File: src/fsp_pkg.sv
// Shared constants and types for the framed serial port.
package fsp_pkg;

    // Word and FIFO geometry.
    localparam int WORD_W     = 16;
    localparam int FIFO_DEPTH = 4;

    // Control register field positions.
    localparam int B_DLB  = 0;
    localparam int B_TXM  = 1;
    localparam int B_MCM  = 2;
    localparam int B_FSM  = 3;
    localparam int B_TRANSMIT_RESET_BIT = 4;
    localparam int B_RECEIVE_RESET_BIT = 5;
    localparam int B_OVF  = 6;
    localparam int B_RNE  = 7;
    localparam int B_TNE  = 8;
    localparam int B_SOFT = 14;
    localparam int B_FREE = 15;

    // Reset value and the bits that a control write stores.
    localparam logic [15:0] CTL_RESET = 16'h0000;
    localparam logic [15:0] CTL_WMASK = 16'hC03F;

    // Internal transmit clock: half period in ns, and in system cycles.
    localparam int CLK_PERIOD_PS    = 8000;
    localparam int INT_CLK_HALF_NS  = 80;
    localparam int INT_CLK_HALF_CYC =
        (INT_CLK_HALF_NS * 1000 / CLK_PERIOD_PS) < 1 ? 1 :
        (INT_CLK_HALF_NS * 1000 / CLK_PERIOD_PS);

    typedef enum logic [1:0] {
        TX_IDLE,
        TX_LOADED,
        TX_SYNC,
        TX_SHIFT
    } fsp_tx_state_t;

    typedef enum logic [1:0] {
        RX_IDLE,
        RX_ARMED,
        RX_SHIFT
    } fsp_rx_state_t;

endpackage

File: src/fsp_sync.sv
// Two-stage synchroniser for a group of pin inputs.
module fsp_sync #(
    parameter int W = 1
) (
    // Clock and reset
    input  wire logic         clock,
    input  wire logic         sys_rst,
    // Pins and their synchronised copies
    input  wire logic [W-1:0] pin_i,
    output logic      [W-1:0] sync_o
);

    logic [W-1:0] meta_q;
    logic [W-1:0] meta_d;
    logic [W-1:0] sync_q;
    logic [W-1:0] sync_d;

    always_comb begin
        meta_d = pin_i;
        sync_d = meta_q;
    end

    always_ff @(posedge clock) begin
        if (sys_rst) begin
            meta_q <= '0;
            sync_q <= '0;
        end else begin
            meta_q <= meta_d;
            sync_q <= sync_d;
        end
    end

    assign sync_o = sync_q;

endmodule

File: src/fsp_fifo.sv
// Small first-in first-out store held in flip-flops.
module fsp_fifo #(
    parameter int W     = 16,
    parameter int DEPTH = 4,
    parameter int CW    = $clog2(DEPTH) + 1
) (
    // Clock and reset
    input  wire logic          clock,
    input  wire logic          rst,
    // Write side; a push while full is dropped
    input  wire logic          push,
    input  wire logic [W-1:0]  push_data,
    // Read side; a pop while empty is ignored
    input  wire logic          pop,
    output logic      [W-1:0]  head,
    // Level
    output logic               full,
    output logic               empty,
    output logic      [CW-1:0] count
);

    localparam int AW = (DEPTH > 1) ? $clog2(DEPTH) : 1;

    logic [W-1:0]  mem_q [DEPTH];
    logic [W-1:0]  mem_d [DEPTH];
    logic [AW-1:0] wr_q;
    logic [AW-1:0] wr_d;
    logic [AW-1:0] rd_q;
    logic [AW-1:0] rd_d;
    logic [CW-1:0] cnt_q;
    logic [CW-1:0] cnt_d;
    logic          do_push;
    logic          do_pop;

    function automatic logic [AW-1:0] bump(input logic [AW-1:0] p);
        bump = (p == AW'(DEPTH - 1)) ? '0 : p + AW'(1);
    endfunction

    always_comb begin
        do_push = push && (cnt_q != CW'(DEPTH));
        do_pop  = pop && (cnt_q != '0);
        mem_d   = mem_q;
        wr_d    = wr_q;
        rd_d    = rd_q;
        cnt_d   = cnt_q;
        if (do_push) begin
            mem_d[wr_q] = push_data;
            wr_d        = bump(wr_q);
        end
        if (do_pop) begin
            rd_d = bump(rd_q);
        end
        if (do_push && !do_pop) begin
            cnt_d = cnt_q + CW'(1);
        end else if (do_pop && !do_push) begin
            cnt_d = cnt_q - CW'(1);
        end
    end

    always_ff @(posedge clock) begin
        if (rst) begin
            wr_q  <= '0;
            rd_q  <= '0;
            cnt_q <= '0;
            for (int i = 0; i < DEPTH; i++) begin
                mem_q[i] <= '0;
            end
        end else begin
            wr_q  <= wr_d;
            rd_q  <= rd_d;
            cnt_q <= cnt_d;
            mem_q <= mem_d;
        end
    end

    assign head  = mem_q[rd_q];
    assign full  = (cnt_q == CW'(DEPTH));
    assign empty = (cnt_q == '0);
    assign count = cnt_q;

endmodule

File: src/fsp_port.sv
// Frame-synchronised serial port: control, transmitter and receiver.
//
// Notes on behaviour
// - Both mode bits zero: continuous external-sync transmit.
// - One sync starts; runs until transmit FIFO empties.
// - Sync seen on falling edge loads shift register.
// - MSB on next rising edge; rest after sync low.
// - Next word follows at once, no new sync.
// - Four-word transmit FIFO; write when full lost.
// - Only resets leave continuous transmit mode.
// - Receive sync is input; software matches modes.
// - Fifth receive word rejected, sets overflow.
// - Burst: MSB on falling edge after sync falls.
// - Burst word stored if room; full raises flags.
// - Later burst words stored only when FIFO empty.
// - Sync mid-word restarts reception, bits dropped.
// - Continuous receive: one sync, back-to-back words.
// - Continuous loss sets overflow, blocks until read.
// - Continuous receive runs until burst mode or reset.
// - Breakpoint obeys free and soft stop bits.
// - Reset selects immediate stop.
// - Loopback bit ties transmit data, sync to receive.
// - Loopback with internal clock also ties clocks.
// - Word stored only after all sixteen bits.
module fsp_port #(
    parameter int WORD_W     = fsp_pkg::WORD_W,
    parameter int FIFO_DEPTH = fsp_pkg::FIFO_DEPTH,
    parameter int CLK_HALF   = fsp_pkg::INT_CLK_HALF_CYC
) (
    // Clock and reset
    input  wire logic              clock,
    input  wire logic              sys_rst,
    // Control register port
    input  wire logic              ctl_wr,
    input  wire logic [15:0]       ctl_wdata,
    output logic      [15:0]       ctl_rdata,
    // Data register port
    input  wire logic              data_wr,
    input  wire logic [WORD_W-1:0] data_wdata,
    input  wire logic              data_rd,
    output logic      [WORD_W-1:0] data_rdata,
    // Emulation breakpoint from the processor
    input  wire logic              emu_halt,
    // Transmit link
    input  wire logic              transmit_clock_i,
    output logic                   transmit_clock_o,
    output logic                   transmit_clock_oe,
    input  wire logic              transmit_frame_sync,
    output logic                   transmit_data_pin,
    // Receive link
    input  wire logic              receive_clock,
    input  wire logic              receive_frame_sync,
    input  wire logic              receive_data_pin,
    // Events to the processor
    output logic                   transmit_interrupt,
    output logic                   receive_interrupt
);

    localparam int CW  = $clog2(FIFO_DEPTH) + 1;
    localparam int TCW = $clog2(WORD_W) + 1;
    localparam int RCW = $clog2(WORD_W);
    localparam int DW  = $clog2(CLK_HALF) + 1;

    // Control state.
    logic [15:0]         ctl_q;
    logic [15:0]         ctl_d;
    logic [15:0]         crd_q;
    logic [15:0]         crd_d;
    logic [WORD_W-1:0]   drd_q;
    logic [WORD_W-1:0]   drd_d;
    logic                tx_cont_q;
    logic                tx_cont_d;
    logic                loopback_bit;
    logic                transmit_sync_source_bit;
    logic                internal_clock_source_bit;
    logic                fsm;
    logic                tx_rst;
    logic                rx_rst;
    logic                stop_now;
    logic                stop_soft;

    // Clock generation and link edges.
    logic [DW-1:0]       div_q;
    logic [DW-1:0]       div_d;
    logic                iclk_q;
    logic                iclk_d;
    logic [4:0]          pin_s;
    logic [4:0]          prev_q;
    logic                tick;
    logic                irise;
    logic                ifall;
    logic                tx_rise;
    logic                tx_fall;
    logic                rx_fall;
    logic                tfs;
    logic                rfs;
    logic                rbit;

    // Transmitter.
    fsp_pkg::fsp_tx_state_t tx_st_q;
    fsp_pkg::fsp_tx_state_t tx_st_d;
    logic [WORD_W-1:0]   xsr_q;
    logic [WORD_W-1:0]   xsr_d;
    logic [TCW-1:0]      tcnt_q;
    logic [TCW-1:0]      tcnt_d;
    logic                tdat_q;
    logic                tdat_d;
    logic                txint_q;
    logic                txint_d;
    logic                tpop;
    logic [WORD_W-1:0]   tf_head;
    logic                tf_empty;
    logic [CW-1:0]       tf_cnt;

    // Receiver.
    fsp_pkg::fsp_rx_state_t rx_st_q;
    fsp_pkg::fsp_rx_state_t rx_st_d;
    logic [WORD_W-1:0]   rsr_q;
    logic [WORD_W-1:0]   rsr_d;
    logic [RCW-1:0]      rcnt_q;
    logic [RCW-1:0]      rcnt_d;
    logic                ovf_q;
    logic                ovf_d;
    logic                block_q;
    logic                block_d;
    logic                seen_q;
    logic                seen_d;
    logic                rxint_q;
    logic                rxint_d;
    logic                rpush;
    logic                rpop;
    logic [WORD_W-1:0]   rword;
    logic [WORD_W-1:0]   rf_head;
    logic                rf_full;
    logic                rf_empty;
    logic [CW-1:0]       rf_cnt;
    logic                accept;

    assign loopback_bit    = ctl_q[fsp_pkg::B_DLB];
    assign transmit_sync_source_bit    = ctl_q[fsp_pkg::B_TXM];
    assign internal_clock_source_bit    = ctl_q[fsp_pkg::B_MCM];
    assign fsm    = ctl_q[fsp_pkg::B_FSM];
    // Clearing a reset bit holds that half of the port idle.
    assign tx_rst = sys_rst || !ctl_q[fsp_pkg::B_TRANSMIT_RESET_BIT];
    assign rx_rst = sys_rst || !ctl_q[fsp_pkg::B_RECEIVE_RESET_BIT];

    // Free set runs on; soft alone finishes the word; neither aborts.
    assign stop_now  = emu_halt && !ctl_q[fsp_pkg::B_FREE]
                       && !ctl_q[fsp_pkg::B_SOFT];
    assign stop_soft = emu_halt && !ctl_q[fsp_pkg::B_FREE]
                       && ctl_q[fsp_pkg::B_SOFT];

    fsp_sync #(
        .W (5)
    ) u_sync (
        .clock   (clock),
        .sys_rst (sys_rst),
        .pin_i   ({receive_data_pin, receive_frame_sync, receive_clock,
                   transmit_frame_sync, transmit_clock_i}),
        .sync_o  (pin_s)
    );

    // Control and read-back registers.
    always_comb begin
        ctl_d = ctl_q;
        if (ctl_wr) begin
            ctl_d = ctl_wdata & fsp_pkg::CTL_WMASK;
        end
        // The mode is caught only while the transmitter is held in reset.
        tx_cont_d = tx_cont_q;
        if (tx_rst) begin
            tx_cont_d = !fsm && !transmit_sync_source_bit;
        end
        crd_d = ctl_q;
        crd_d[fsp_pkg::B_OVF] = ovf_q;
        crd_d[fsp_pkg::B_RNE] = !rf_empty;
        crd_d[fsp_pkg::B_TNE] = !tf_empty;
        rpop  = data_rd && !rf_empty;
        drd_d = rpop ? rf_head : drd_q;
    end

    always_ff @(posedge clock) begin
        if (sys_rst) begin
            ctl_q     <= fsp_pkg::CTL_RESET;
            tx_cont_q <= 1'b0;
            crd_q     <= fsp_pkg::CTL_RESET;
            drd_q     <= '0;
        end else begin
            ctl_q     <= ctl_d;
            tx_cont_q <= tx_cont_d;
            crd_q     <= crd_d;
            drd_q     <= drd_d;
        end
    end

    // Internal transmit clock and edge detection on the link.
    always_comb begin
        tick   = (div_q == DW'(CLK_HALF - 1));
        div_d  = tick ? '0 : div_q + DW'(1);
        iclk_d = tick ? !iclk_q : iclk_q;
        irise  = tick && !iclk_q;
        ifall  = tick && iclk_q;
        tx_rise = internal_clock_source_bit ? irise : (pin_s[0] && !prev_q[0]);
        tx_fall = internal_clock_source_bit ? ifall : (!pin_s[0] && prev_q[0]);
        // In loopback the receiver takes sync and data from the transmit side, and the clock too when internal.
        if (loopback_bit && internal_clock_source_bit) begin
            rx_fall = ifall;
        end else begin
            rx_fall = !pin_s[2] && prev_q[2];
        end
        tfs  = pin_s[1];
        rfs  = loopback_bit ? pin_s[1] : pin_s[3];
        rbit = loopback_bit ? tdat_q : pin_s[4];
    end

    always_ff @(posedge clock) begin
        if (sys_rst || !internal_clock_source_bit) begin
            div_q  <= '0;
            iclk_q <= 1'b0;
        end else begin
            div_q  <= div_d;
            iclk_q <= iclk_d;
        end
        if (sys_rst) begin
            prev_q <= '0;
        end else begin
            prev_q <= pin_s;
        end
    end

    fsp_fifo #(
        .W     (WORD_W),
        .DEPTH (FIFO_DEPTH)
    ) u_tx_fifo (
        .clock     (clock),
        .rst       (tx_rst),
        .push      (data_wr),
        .push_data (data_wdata),
        .pop       (tpop),
        .head      (tf_head),
        .full      (),
        .empty     (tf_empty),
        .count     (tf_cnt)
    );

    // Transmitter sequence.
    always_comb begin
        tx_st_d = tx_st_q;
        xsr_d   = xsr_q;
        tcnt_d  = tcnt_q;
        tdat_d  = tdat_q;
        txint_d = 1'b0;
        tpop    = 1'b0;
        if (stop_now) begin
            tx_st_d = fsp_pkg::TX_IDLE;
        end else if (!(stop_soft && tx_st_q == fsp_pkg::TX_IDLE)) begin
            case (tx_st_q)
                fsp_pkg::TX_IDLE: begin
                    // An empty FIFO makes the sync pass unnoticed.
                    if (tx_fall && tfs && !tf_empty && tx_cont_q) begin
                        xsr_d   = tf_head;
                        tpop    = 1'b1;
                        txint_d = (tf_cnt == CW'(1));
                        tx_st_d = fsp_pkg::TX_LOADED;
                    end
                end
                fsp_pkg::TX_LOADED: begin
                    if (tx_rise) begin
                        tdat_d  = xsr_q[WORD_W-1];
                        xsr_d   = xsr_q << 1;
                        tcnt_d  = TCW'(1);
                        tx_st_d = fsp_pkg::TX_SYNC;
                    end
                end
                fsp_pkg::TX_SYNC: begin
                    // Shifting waits for the sync to drop.
                    if (!tfs) begin
                        tx_st_d = fsp_pkg::TX_SHIFT;
                    end
                end
                fsp_pkg::TX_SHIFT: begin
                    if (tx_rise && tcnt_q == TCW'(WORD_W)) begin
                        if (!tf_empty && !stop_soft) begin
                            tdat_d  = tf_head[WORD_W-1];
                            xsr_d   = tf_head << 1;
                            tpop    = 1'b1;
                            txint_d = (tf_cnt == CW'(1));
                            tcnt_d  = TCW'(1);
                        end else begin
                            tx_st_d = fsp_pkg::TX_IDLE;
                        end
                    end else if (tx_rise) begin
                        tdat_d = xsr_q[WORD_W-1];
                        xsr_d  = xsr_q << 1;
                        tcnt_d = tcnt_q + TCW'(1);
                    end
                end
                default: tx_st_d = fsp_pkg::TX_IDLE;
            endcase
        end
    end

    always_ff @(posedge clock) begin
        if (tx_rst) begin
            tx_st_q <= fsp_pkg::TX_IDLE;
            xsr_q   <= '0;
            tcnt_q  <= '0;
            tdat_q  <= 1'b0;
            txint_q <= 1'b0;
        end else begin
            tx_st_q <= tx_st_d;
            xsr_q   <= xsr_d;
            tcnt_q  <= tcnt_d;
            tdat_q  <= tdat_d;
            txint_q <= txint_d;
        end
    end

    fsp_fifo #(
        .W     (WORD_W),
        .DEPTH (FIFO_DEPTH)
    ) u_rx_fifo (
        .clock     (clock),
        .rst       (rx_rst),
        .push      (rpush),
        .push_data (rword),
        .pop       (rpop),
        .head      (rf_head),
        .full      (rf_full),
        .empty     (rf_empty),
        .count     (rf_cnt)
    );

    // Receiver sequence; burst or continuous follows the live mode bit.
    always_comb begin
        rx_st_d = rx_st_q;
        rsr_d   = rsr_q;
        rcnt_d  = rcnt_q;
        ovf_d   = ovf_q;
        seen_d  = seen_q;
        rxint_d = 1'b0;
        rpush   = 1'b0;
        rword   = {rsr_q[WORD_W-2:0], rbit};
        // A read frees space, which lifts the block; a new loss wins.
        block_d = data_rd ? 1'b0 : block_q;
        if (fsm) begin
            accept = seen_q ? rf_empty : !rf_full;
        end else begin
            accept = !rf_full && !block_q;
        end
        if (stop_now) begin
            rx_st_d = fsp_pkg::RX_IDLE;
        end else if (rx_fall && !(stop_soft && rx_st_q != fsp_pkg::RX_SHIFT))
        begin
            if (rfs) begin
                rx_st_d = fsp_pkg::RX_ARMED;
                rcnt_d  = '0;
            end else begin
                case (rx_st_q)
                    fsp_pkg::RX_ARMED: begin
                        rsr_d   = rword;
                        rcnt_d  = RCW'(1);
                        rx_st_d = fsp_pkg::RX_SHIFT;
                    end
                    fsp_pkg::RX_SHIFT: begin
                        rsr_d  = rword;
                        rcnt_d = rcnt_q + RCW'(1);
                        if (rcnt_q == RCW'(WORD_W - 1)) begin
                            seen_d = 1'b1;
                            rcnt_d = '0;
                            if (accept) begin
                                rpush = 1'b1;
                                if (rf_cnt == CW'(FIFO_DEPTH - 1)) begin
                                    rxint_d = 1'b1;
                                    ovf_d   = ovf_q || fsm;
                                end
                            end else begin
                                ovf_d   = 1'b1;
                                rxint_d = !fsm;
                                block_d = !fsm;
                            end
                            // Continuous keeps shifting; burst waits.
                            if (fsm || stop_soft) begin
                                rx_st_d = fsp_pkg::RX_IDLE;
                            end
                        end
                    end
                    fsp_pkg::RX_IDLE: rx_st_d = fsp_pkg::RX_IDLE;
                    default: rx_st_d = fsp_pkg::RX_IDLE;
                endcase
            end
        end
    end

    always_ff @(posedge clock) begin
        if (rx_rst) begin
            rx_st_q <= fsp_pkg::RX_IDLE;
            rsr_q   <= '0;
            rcnt_q  <= '0;
            ovf_q   <= 1'b0;
            block_q <= 1'b0;
            seen_q  <= 1'b0;
            rxint_q <= 1'b0;
        end else begin
            rx_st_q <= rx_st_d;
            rsr_q   <= rsr_d;
            rcnt_q  <= rcnt_d;
            ovf_q   <= ovf_d;
            block_q <= block_d;
            seen_q  <= seen_d;
            rxint_q <= rxint_d;
        end
    end

    assign ctl_rdata          = crd_q;
    assign data_rdata         = drd_q;
    assign transmit_clock_o   = iclk_q;
    assign transmit_clock_oe  = ctl_q[fsp_pkg::B_MCM];
    assign transmit_data_pin  = tdat_q;
    assign transmit_interrupt = txint_q;
    assign receive_interrupt  = rxint_q;

endmodule

File: config.mk
export PLATFORM = sky130hd
export DESIGN_NAME = fsp_port
export DESIGN_NICKNAME = d
export VERILOG_FILES = /design/src/fsp_pkg.sv /design/src/fsp_sync.sv /design/src/fsp_fifo.sv /design/src/fsp_port.sv
export SDC_FILE = /design/constraint.sdc
export NUM_CORES = 1
export LEC_CHECK = 0
export BUFFER_PORTS_ARGS = -buffer_cell sky130_fd_sc_hd__buf_2
export CORE_MARGIN = 2
export CORE_UTILIZATION = 60
export CTS_BUF_LIST = sky130_fd_sc_hd__clkbuf_2
export DETAILED_ROUTE_END_ITERATION = 7
export GPL_ROUTABILITY_DRIVEN = 0
export GPL_TIMING_DRIVEN = 0
export PLACE_DENSITY = 0.8
export REMOVE_ABC_BUFFERS = 1
export SYNTH_ARGS = -nofsm -noshare
export SYNTH_HDL_FRONTEND = slang
export SYNTH_SLANG_ARGS = --single-unit
File: constraint.sdc
create_clock -name clock -period 4.21 [get_ports clock]
set_input_delay 1.0525 -clock clock [delete_from_list [all_inputs] [get_ports clock]]
set_output_delay 1.0525 -clock clock [all_outputs]
set_load 0.02 [all_outputs]
---- Word level (Yosys, flattened, before mapping) ----
Index checks and enable logic that the tools add are counted.
storage, ports and cells
  register bits ........................... 247
  latch bits .............................. 0
  RAM bits ................................ 0
  ROM bits ................................ 0
  input port bits ......................... 43
  output and inout port bits .............. 37
  word-level logic and storage cells ...... 252
  memories kept ........................... 0
cells by class
  $add $sub $neg .......................... 11
  multiply operators ...................... 0
  divide/modulo/power cells ............... 0
  magnitude comparators ................... 6
  eq/ne operators ......................... 28
  shifts and indexed selects .............. 0
  multiplexer cells ....................... 81
  bitwise gates (word level) .............. 10
  reductions and logical operators ........ 81
operators by type and width
  operator                                                       number
  16-bit 2-to-1 mux                                              10
  64-bit bitwise mux                                             2
  16-bit binary-select mux with 2-bit select                     2
  16-bit demux with 2-bit select                                 2
  16-bit case mux with 3 select lines                            1
  1-bit 2-to-1 mux                                               35
  1-bit logical AND                                              30
  2-bit 2-to-1 mux                                               12
  1-bit zero test                                                21
  5-bit 2-to-1 mux                                               4
  3-bit != test, second input constant                           6
  6-bit AND reduction                                            3
  2-bit == test, second input constant                           7
  3-bit >= comparator, second input constant                     4
  3-bit 2-to-1 mux                                               4
  2-bit inverter with 3-bit output                               4
  3-bit nonzero test                                             4
  5-bit by 1-bit adder with 5-bit output, second input constant  2
  2-bit != test, second input constant                           5
  5-bit case mux with 2 select lines                             1
  5-bit AND reduction                                            2
  2-bit by 1-bit adder with 2-bit output, second input constant  4
  4-bit 2-to-1 mux                                               2
  2-bit case mux with 4 select lines                             1
  25 further kinds                                               49

---- Logic depth before layout (Yosys ltp) ----
Gate-level depths: netlist of run 1.
  word-level depth ........................ 15
  mapped depth ............................ 12

---- Cells and area by module ----
Synthesis of run 1 repeated with hierarchy kept, for this count alone.
unflattened totals
  cell total of the unflattened synthesis .. 1129
  area, all modules ....................... 11389.7 µm²
by module, submodules not included
  module    instances  cells each  area each (µm²)
  fsp_fifo  2          289         3343.2
  fsp_port  1          531         4440.5
  fsp_sync  1          20          262.8

---- Worst setup path after synthesis of run 1 ----
Ideal clock, no wire load.
  path type ............................... in2reg
  start point ............................. in emu_halt
  end point ............................... reg u_rx_fifo.cnt_q[2] (netlist: u_rx_fifo.count[2])
  setup time .............................. 71 ps
  arrival time ............................ 3070 ps
  data required time ...................... 4139 ps
  path slack .............................. 1069 ps
  cell stages on the path ................. 10
  buffers on the path ..................... 0
  cell sequence ........................... nor3b_1 a2111oi_4 nand3_1 inv_1 ha_1 inv_1 fa_1 xor2_1 or3_1 a21oi_1
between the ends
  word-level cells in the longest chain between the ends .. 11
  elaborated cells between the ends (all ways) .. 14
  classes of those cells .................. 3 x mux; 11 x reduce/logical
ends and longest elaborated chain
  what                          RTL line                          RTL
  from (decl)                   fsp_port.sv:43                    input wire logic emu_halt,
  1-bit logical AND *           fsp_port.sv:148, fsp_port.sv:150
  1-bit logical AND             fsp_port.sv:151                   && ctl_q[fsp_pkg::B_SOFT];
  1-bit logical AND             fsp_port.sv:353                   end else if (rx_fall && !(stop_soft && rx_st_q != fsp_pkg::RX_SHIFT))
  1-bit zero test               fsp_port.sv:353
  1-bit logical AND             fsp_port.sv:353
  1-bit 2-to-1 mux              fsp_port.sv:353
  1-bit 2-to-1 mux *            fsp_port.sv:351                   if (stop_now) begin
  1-bit logical AND *           fsp_fifo.sv:40                    do_push = push && (cnt_q != CW'(DEPTH));
  via u_rx_fifo.do_push         fsp_fifo.sv:32                    logic do_push;
  1-bit zero test               fsp_fifo.sv:55                    end else if (do_pop && !do_push) begin
  1-bit logical AND             fsp_fifo.sv:55
  2-bit nonzero test (no line)  --
  to (signal assigned)          fsp_fifo.sv:71                    cnt_q <= cnt_d;
  to (decl)                     fsp_fifo.sv:30                    logic [CW-1:0] cnt_q;
The timed path passes the listed nets; every way through them passes the cells marked *.
A chain may end at the register's enable or synchronous reset.

---- Final worst setup path of run 1 ----
  start point ............................. reg div_q[0]
  end point ............................... reg u_tx_fifo.cnt_q[2] (netlist: u_tx_fifo.count[2])
between the ends
  word-level cells in the longest chain between the ends .. 14
  elaborated cells between the ends (all ways) .. 20
  classes of those cells .................. 1 x eq/ne; 8 x mux; 11 x reduce/logical
ends and longest elaborated chain
  what                                                    RTL line         RTL
  from (decl)                                             fsp_port.sv:83   logic [DW-1:0] div_q;
  from (signal assigned)                                  fsp_port.sv:221  div_q <= div_d;
  5-bit by 4-bit == test with 1-bit output *              fsp_port.sv:198  tick = (div_q == DW'(CLK_HALF - 1));
  1-bit logical AND                                       fsp_port.sv:202  ifall = tick && iclk_q;
  1-bit 2-to-1 mux                                        fsp_port.sv:204  tx_fall = internal_clock_source_bit ? ifall : (!pin_s[0] && prev_q[0]);
  1-bit logical AND (3 in a row)                          fsp_port.sv:260  if (tx_fall && tfs && !tf_empty && tx_cont_q) begin
  1-bit 2-to-1 mux                                        fsp_port.sv:260
  1-bit case mux with 2 select lines *                    fsp_port.sv:257  case (tx_st_q)
  1-bit 2-to-1 mux *                                      fsp_port.sv:256  end else if (!(stop_soft && tx_st_q == fsp_pkg::TX_IDLE)) begin
  1-bit 2-to-1 mux *                                      fsp_port.sv:254  if (stop_now) begin
  1-bit logical AND *                                     fsp_fifo.sv:41   do_pop = pop && (cnt_q != '0);
  1-bit zero test                                         fsp_fifo.sv:53   if (do_push && !do_pop) begin
  1-bit logical AND                                       fsp_fifo.sv:53
  3-bit 2-to-1 mux or 2-bit nonzero test (tied branches)  --
  to (signal assigned)                                    fsp_fifo.sv:71
  to (decl)                                               fsp_fifo.sv:30
Every way passes the cells marked *; elsewhere a longest branch is shown, timed or not.

==> reports/metrics.yaml, run 1 <==
placed_design:
  numPortBuffers: 66
  hpwlAfterDp_mm: 13.8
  dpl-instance-area_um2: 10700
critical_path:
  critPathCaptureType: "register"
  worst_setup_path_start_kind: "register"
  path_class: "register to register"
  critPathMaxFanout: 41
  cp.arrival_ps: 4220
  cp.required_ps: 4990
logic_synthesis:
  yosys_warnings: 0
  yosys_most_used_dff: "dfxtp_1"
  synth_seq_cells: 246
  avgSynthCellArea_um2: 9.18
  ys_async_sr_fraction_pct: 0
  synth_area_um2: 10500
  syn_inst: 1140
  yosysUniqueCellTypes: 63
  synth_edf_count: 0
  yosysSeqAreaShare_pct: 47.0
cts:
  cts.reportedPaths.clkPinSlew_ps: 110
  cts_root_buffer: "clkbuf_2"
  cts_buffers: 59
  cts_tree: "built"
  cts_buffer_depth: 3
  cts_sinks: 246
  insertion_delay_ps: 880
  cts_resized: 0
  ctsHoldBuffers: 0
  cts_setup_buffers: 0
  cts.htree.levels: 2
drt:
  highest-signal-layer: "met4"
  wl_per_cell_um: 15.2
  wl_met1_mm: 9.84
  wl_met2_mm: 10.6
  drc: 0
  postRouteAntennaNets: 0
  drt_iter0_markers: 411
  via_per_inst: 5.63
  routed_wl_mm: 22.1
  vias: 8193
  wl_met3_mm: 1.22
  firstDrtPassIters: 7
global_route:
  grt_use_total_pct: 24.5
  overflow: 0
  grt_max_degree: 78
  antenna_found_initial: 2
  grt_first_pass_wirelength_mm: 37.0
  first_global_vias: 7891
pwr:
  power.leakage_nw: 4.37
  peakVddDrop_uv: 304
  power_per_cell_area_nw_per_um2: 351
cells_and_area:
  fillers: 1413
  layout_commonest_cell: "dfxtp_1"
  area_growth_pct: 7.25
  fin_area_um2: 11200
  nets: 1262
  multi_input_area_um2: 5050
  final_layout_size_suffix_gt1_share_pct: 17.3
  final_cell_mix: "245 x dfxtp_1, 220 x nand2_1, 97 x a21oi_1, 90 x nand3_1, 83 x clkbuf_2"
  seq_area_um2: 4930
timing:
  worst_slew_pin_slew_ps: 1290
  fmax_mhz: 291
  setup_viol: 0
  period_needed_ps: 3440
  period_share_pct: 81.7
  relSlewSlack_pct: 13.8
  maxSlewViolCount: 0
  hold_ws_ps: 419
  fin_tns_setup_ps: 0
  skew_ps: 67.2
  grt_setup_unrepaired: "no"
  hold_viol: 0
floorplanning:
  initial_core_util_pct: 60.9
  boundaryPins: 80
  fp.dieW_um: 136
  row_count: 48
  core_um2: 17200
  fp.dieH_um: 136
  dieArea_um2: 18500
flow_run:
  cap_violations: 0
hold_path:
  hold_class: "input port to register"
outcome:
  outcome: "finished clean"
==> final timing paths <==
kind	from	end	slack, ps	depth (start not counted)
max reg2reg	div_q[0]	u_tx_fifo.count[2]	770	8
min reg2reg	u_sync.meta_q[0]	u_sync.sync_o[0]	450	1
max	div_q[0]	u_tx_fifo.count[2]	770	8
min	receive_frame_sync	u_sync.meta_q[3]	420	2
==> where the power goes <==
group | total (mW) | switching, mW | internal [mW] | leakage (nW)
Clock | 1.44 | 0.909 | 0.528 | 0.374
Combinational | 0.143 | 0.0976 | 0.0458 | 2.01
Sequential | 2.36 | 0.0139 | 2.34 | 1.99
Total | 3.94 | 1.02 | 2.92 | 4.37
==> cells in the mapped netlist (3+ instances only) <==
library cell    n  area share [%]
o21ai_0        46             2.2
buf_2          14            0.67
a22o_1         16             1.3
xor2_1          9            0.75
inv_1          23            0.82
mux4_2         32             6.9
nand3b_1        3            0.22
and3_1          3            0.18
nand4_1        26             1.6
nand3_1        90             4.3
a21o_1          4            0.29
dfxtp_1       246              47
or3_1           6            0.36
buf_6           5            0.54
ha_1           28             3.3
nor2_1         56             2.0
mux2i_1        44             4.2
nand2b_1       11            0.66
nand2_1       220             7.9
nor3b_1         5            0.36
and2_1          6            0.36
buf_1          10            0.36
nor3_1          6            0.29
o21ai_1        16            0.76
nor2b_1        22             1.3
buf_4           5            0.36
a21oi_1        97             4.6
clkbuf_1       49             1.8
==> metrics by stage <==
stage	std cells	total power [mW]	worst slack (ps)	utilization [%]
2_1_floorplan	1059	2.49	757	-
3_3_place_gp	1350	2.55	-1080	62.1
3_5_place_dp	1351	2.55	-153	62.3
4_1_cts	1450	3.98	798	65.1
5_1_grt	1455	4.13	508	65.4
6_report	1455	3.94	772	65.4
==> final cells by class <==
class	instances	share of cell area [%]
flip-flops and latches	246	43.9
diodes	2	0.0446
clock inverters	16	0.624
well taps	225	2.51
clock buffers	83	3.70
repair buffers	70	3.49
multi-input cells	789	45.0
inverters	24	0.802
==> registers in the layout, summed over array words and instances (netlist names), 4 cells and up <==
register,cells
u_rx_fifo.mem_q,64
u_tx_fifo.mem_q,64
data_rdata,16
xsr_q,16
rsr_q,15
ctl_rdata,11
ctl_q,8
div_q,5
tcnt_q,5
u_sync.meta_q,5
u_sync.sync_o,5
rcnt_q,4
==> critical path, stage by stage, from the launching register on <==
cell and delay, ps:
dfxtp_1 400, ha_1 240, and4bb_2 280, a21o_1 870
a22oi_1 320, or2_2 400, ha_1 360, or3_1 380
a21oi_1 140
==> metal layers <==
| layer | up-vias | GRT usage, % |
|---|---|---|
| met5 | - | 0 |
| met4 | 0 | 10.6 |
| met3 | 43 | 4.51 |
| met2 | 212 | 40.4 |
| met1 | 3865 | 31.7 |
| li1 | 4073 | - |
==> cell families after synthesis <==
kind of cell | Yosys count | share of synthesized area [%]
other | 1 | 0.0358
muxes | 79 | 11.4
xor gates and xnor gates | 10 | 0.837
and+or+nand+nor | 465 | 20.6
DFF | 246 | 47.0
adders and majority gates | 29 | 3.54
AOI/OAI and AO/OA | 201 | 11.5
buffers and inverters | 109 | 4.92
No activity file was read; power rests on OpenSTA's default activity.
==> run 2: changes to the inputs <==
--- a/config.mk
+++ b/config.mk
@@ -5,6 +5,7 @@
 export SDC_FILE = /design/constraint.sdc
 export NUM_CORES = 1
 export LEC_CHECK = 0
+export ABC_AREA = 1
 export BUFFER_PORTS_ARGS = -buffer_cell sky130_fd_sc_hd__buf_2
 export CORE_MARGIN = 2
 export CORE_UTILIZATION = 60
@@ -12,7 +13,7 @@
 export DETAILED_ROUTE_END_ITERATION = 7
 export GPL_ROUTABILITY_DRIVEN = 0
 export GPL_TIMING_DRIVEN = 0
-export PLACE_DENSITY = 0.8
+export PLACE_DENSITY = 0.79
 export REMOVE_ABC_BUFFERS = 1
 export SYNTH_ARGS = -nofsm -noshare
 export SYNTH_HDL_FRONTEND = slang
==> constraint.sdc (replaced) <==
create_clock -name clock -period 3.5 [get_ports clock]
set_input_delay 0.875 -clock clock [delete_from_list [all_inputs] [get_ports clock]]
set_output_delay 0.875 -clock clock [all_outputs]
set_load 0.02 [all_outputs]
==> reports/metrics.yaml, run 2 <==
outcome:
  outcome: "finished clean"
critical_path:
  path_class: "input port to register"
  r2r_setup_slack_ps: 740  # -30 ps
  cp.required_ps: 4270  # -720 ps
  worst_setup_path_start_kind: "input port"
  critPathMaxFanout: 52  # +27%
  cp_common_cell: "inv_2"
  cp_slowest_cell: "inv_2"
  max_stage_delay_ps: 910  # +40 ps
  path_delay_family: "buffers and inverters"
  critPathCaptureType: "register"
  cp_num_buf_inv: 3  # +3
  cp.arrival_ps: 3620  # -600 ps
  path_cells: "buf_2 -> inv_2 -> nand2_2 -> inv_2 -> o21ai_0 -> a21oi_1"
drt:
  via_per_inst: 5.23  # -7.1%
  postRouteAntennaNets: 0  # unchanged
  vias: 10100  # +24%
  firstDrtPassIters: 5  # -2
  drc: 0  # unchanged
  drt_iter0_markers: 910  # +120%
  wl_per_cell_um: 13.0  # -14%
  routed_wl_mm: 25.3  # +14%
pwr:
  power.leakage_nw: 5.45  # +25%
  power_per_cell_area_nw_per_um2: 413  # +18%
  peakVddDrop_uv: 297  # -2.1%
cts:
  cts_sinks: 246  # unchanged
  cts.reportedPaths.clkPinSlew_ps: 100  # about the same
  cts.htree.levels: 2  # unchanged
  cts_setup_buffers: 0  # unchanged
  insertion_delay_ps: 870  # about the same
  ctsHoldBuffers: 0  # unchanged
  cts_resized: 0  # unchanged
  cts_root_buffer: "clkbuf_2"
  cts_buffers: 61  # +3.4%
  cts_buffer_depth: 3  # unchanged
  cts_tree: "built"
timing:
  setup_ws_ps: 645  # -127 ps
  setup_viol: 0  # unchanged
  skew_ps: 58.8  # -8.39 ps
  maxSlewViolCount: 0  # unchanged
  fmax_mhz: 350
  relSlewSlack_pct: 18.6  # +4.8 points
  period_share_pct: 81.6
  hold_viol: 0  # unchanged
  worst_slew_pin_slew_ps: 1220  # -74.2 ps
  period_needed_ps: 2860
  grt_setup_unrepaired: "no"
floorplanning:
  dieArea_um2: 19900  # +7.4%
  row_count: 50  # +4.2%
  core_um2: 18600  # +8.2%
  fp.dieH_um: 141  # +3.6%
  boundaryPins: 80  # unchanged
  initial_core_util_pct: 60.7  # -0.30 points
  fp.dieW_um: 141  # +3.6%
cells_and_area:
  multi_input_area_um2: 5170  # +2.5%
  layout_commonest_cell: "nand2_1"
  stdcell_count: 1939  # +33%
  seq_area_um2: 4920  # about the same
  final_layout_size_suffix_gt1_share_pct: 12.1  # -5.2 points
  fillers: 1678  # +19%
  nets: 1739  # +38%
  final_cell_mix: "335 x nand2_1, 246 x dfxtp_1, 239 x nor2_1, 181 x inv_1, 177 x a21oi_1"
  area_growth_pct: 6.90
  top_regs: "u_rx_fifo.mem_q: 64 flops, u_tx_fifo.mem_q: 64 flops"
  fin_area_um2: 12000  # +7.3%
logic_synthesis:
  synth_edf_count: 0  # unchanged
  synthSimpleGateAreaFrac_pct: 25.8  # +5.2 points
  yosys_most_used_dff: "dfxtp_1"
  syn_inst: 1619  # +42%
  avgSynthCellArea_um2: 6.96  # -24%
  yosys_warnings: 0  # unchanged
  yosysUniqueCellTypes: 41  # -35%
  synth_fa_ha_area_share_pct: 3.29  # -0.25 points
  synth_top_cell_by_area: "dfxtp_1"
  synth_top_family_by_area: "simple AND/OR/NAND/NOR gates"
  synth_area_um2: 11300  # +7.6%
  synth_common_cells: "336 x nand2_1, 246 x dfxtp_1, 239 x nor2_1"
  synth_mux_area_share_pct: 0  # -11 points
  synth_xor_area_share_pct: 0.466  # -0.37 points
  ys_top_cells_by_area: "dfxtp_1 44%, nand2_1 11%, nor2_1 8.0%"
  synth_compound_area_share_pct: 16.1  # +4.6 points
  netlist.area_leader.share_pct: 43.7  # -3.3 points
  synth.most_common_cell: "nand2_1"
  yosysSeqAreaShare_pct: 43.7  # -3.3 points
  synth_seq_cells: 246  # unchanged
  ys_async_sr_fraction_pct: 0  # unchanged
placed_design:
  dpl-instance-area_um2: 11500  # +7.6%
  dp_slack_ps: -155  # -2.75 ps
  hpwlAfterDp_mm: 15.3  # +11%
  numPortBuffers: 66  # unchanged
  placed_cells: 1838  # +36%
global_route:
  grt_use_total_pct: 25.8  # +1.2 points
  grt_first_pass_wirelength_mm: 43.0  # +16%
  overflow: 0  # unchanged
  grt_max_degree: 55  # -29%
  first_global_vias: 9306  # +18%
  antenna_found_initial: 1  # -1
flow_run:
  cap_violations: 0  # unchanged
hold_path:
  hold_class: "input port to register"
-- run 2: cell types whose count changed after synthesis, moves of 14 or more --
cell / before / now
a21oi_1: 97 / 177
a22o_1: 16 / 0
a31oi_1: 1 / 16
inv_1: 23 / 183
inv_2: 1 / 19
mux2i_1: 44 / 0
mux4_2: 32 / 0
nand2_1: 220 / 336
nand3_1: 90 / 76
nand4_1: 26 / 5
nor2_1: 56 / 239
nor2b_1: 22 / 0
o21ai_0: 46 / 120
-- run 2: cells by family after synthesis --
kind of cell | Yosys count
flip-flops | 246
AO/OA/AOI/OAI | 352
other | 1
buffers and inverters | 290
adder cells (fa/ha/maj) | 29
AND/OR/NAND/NOR | 695
XOR/XNOR | 6
-- run 2: tightest hold or removal path: cells and delay by family --
kind                   cells  cell delay [ps]
buffers and inverters      1               80
AND/OR/NAND/NOR            2              120
-- run 2: final timing paths --
check | from | end | cells after the start
hold reg to reg | u_sync.meta_q[0] | u_sync.sync_o[0] | 2
hold / removal | ctl_wdata[5] | ctl_q[5] | 3
setup / recovery | sys_rst | u_tx_fifo.mem_q[32] | 6
setup reg to reg | u_tx_fifo.count[0] | u_tx_fifo.mem_q[28] | 8
-- run 2: cell type report --
cell class / count / share of cell area [%]
diodes: 1 / 0.0208
clock buffers: 87 / 3.61
clock inverters: 13 / 0.852
inverters: 204 / 6.36
multi-input cells: 1087 / 42.9
flip-flops and latches: 246 / 40.9
well taps: 234 / 2.43
repair buffers: 67 / 2.91
-- run 2: routing by layer --
| metal | part of all wire, % | up-vias | wire length [um] | track usage (%) |
|---|---|---|---|---|
| li1 | - | 5256 | - | - |
| met1 | 47 | 4549 | 12000 | 34.4 |
| met2 | 45 | 281 | 11400 | 42.5 |
| met3 | 6.0 | 52 | 1530 | 5.23 |
| met4 | 1.8 | 0 | 452 | 7.53 |
| met5 | 0 | - | 0 | 0 |
-- run 2: where the power goes --
part	leakage, nW	switching (mW)	internal [mW]
logic	3.05	0.164	0.0610
clock network	0.412	1.11	0.803
registers	1.99	0.0144	2.82
total	5.45	1.29	3.69
-- run 2: stage by stage --
step	hold slack [ps]	utilization (%)	setup TNS (ps)	total power [mW]
2_1_floorplan	388	-	0	3.04
3_3_place_gp	390	61.8	-149970	3.12
3_5_place_dp	392	61.9	-4960	3.12
4_1_cts	156	64.8	0	5.01
5_1_grt	188	64.8	0	5.19
6_report	239	64.8	0	4.98
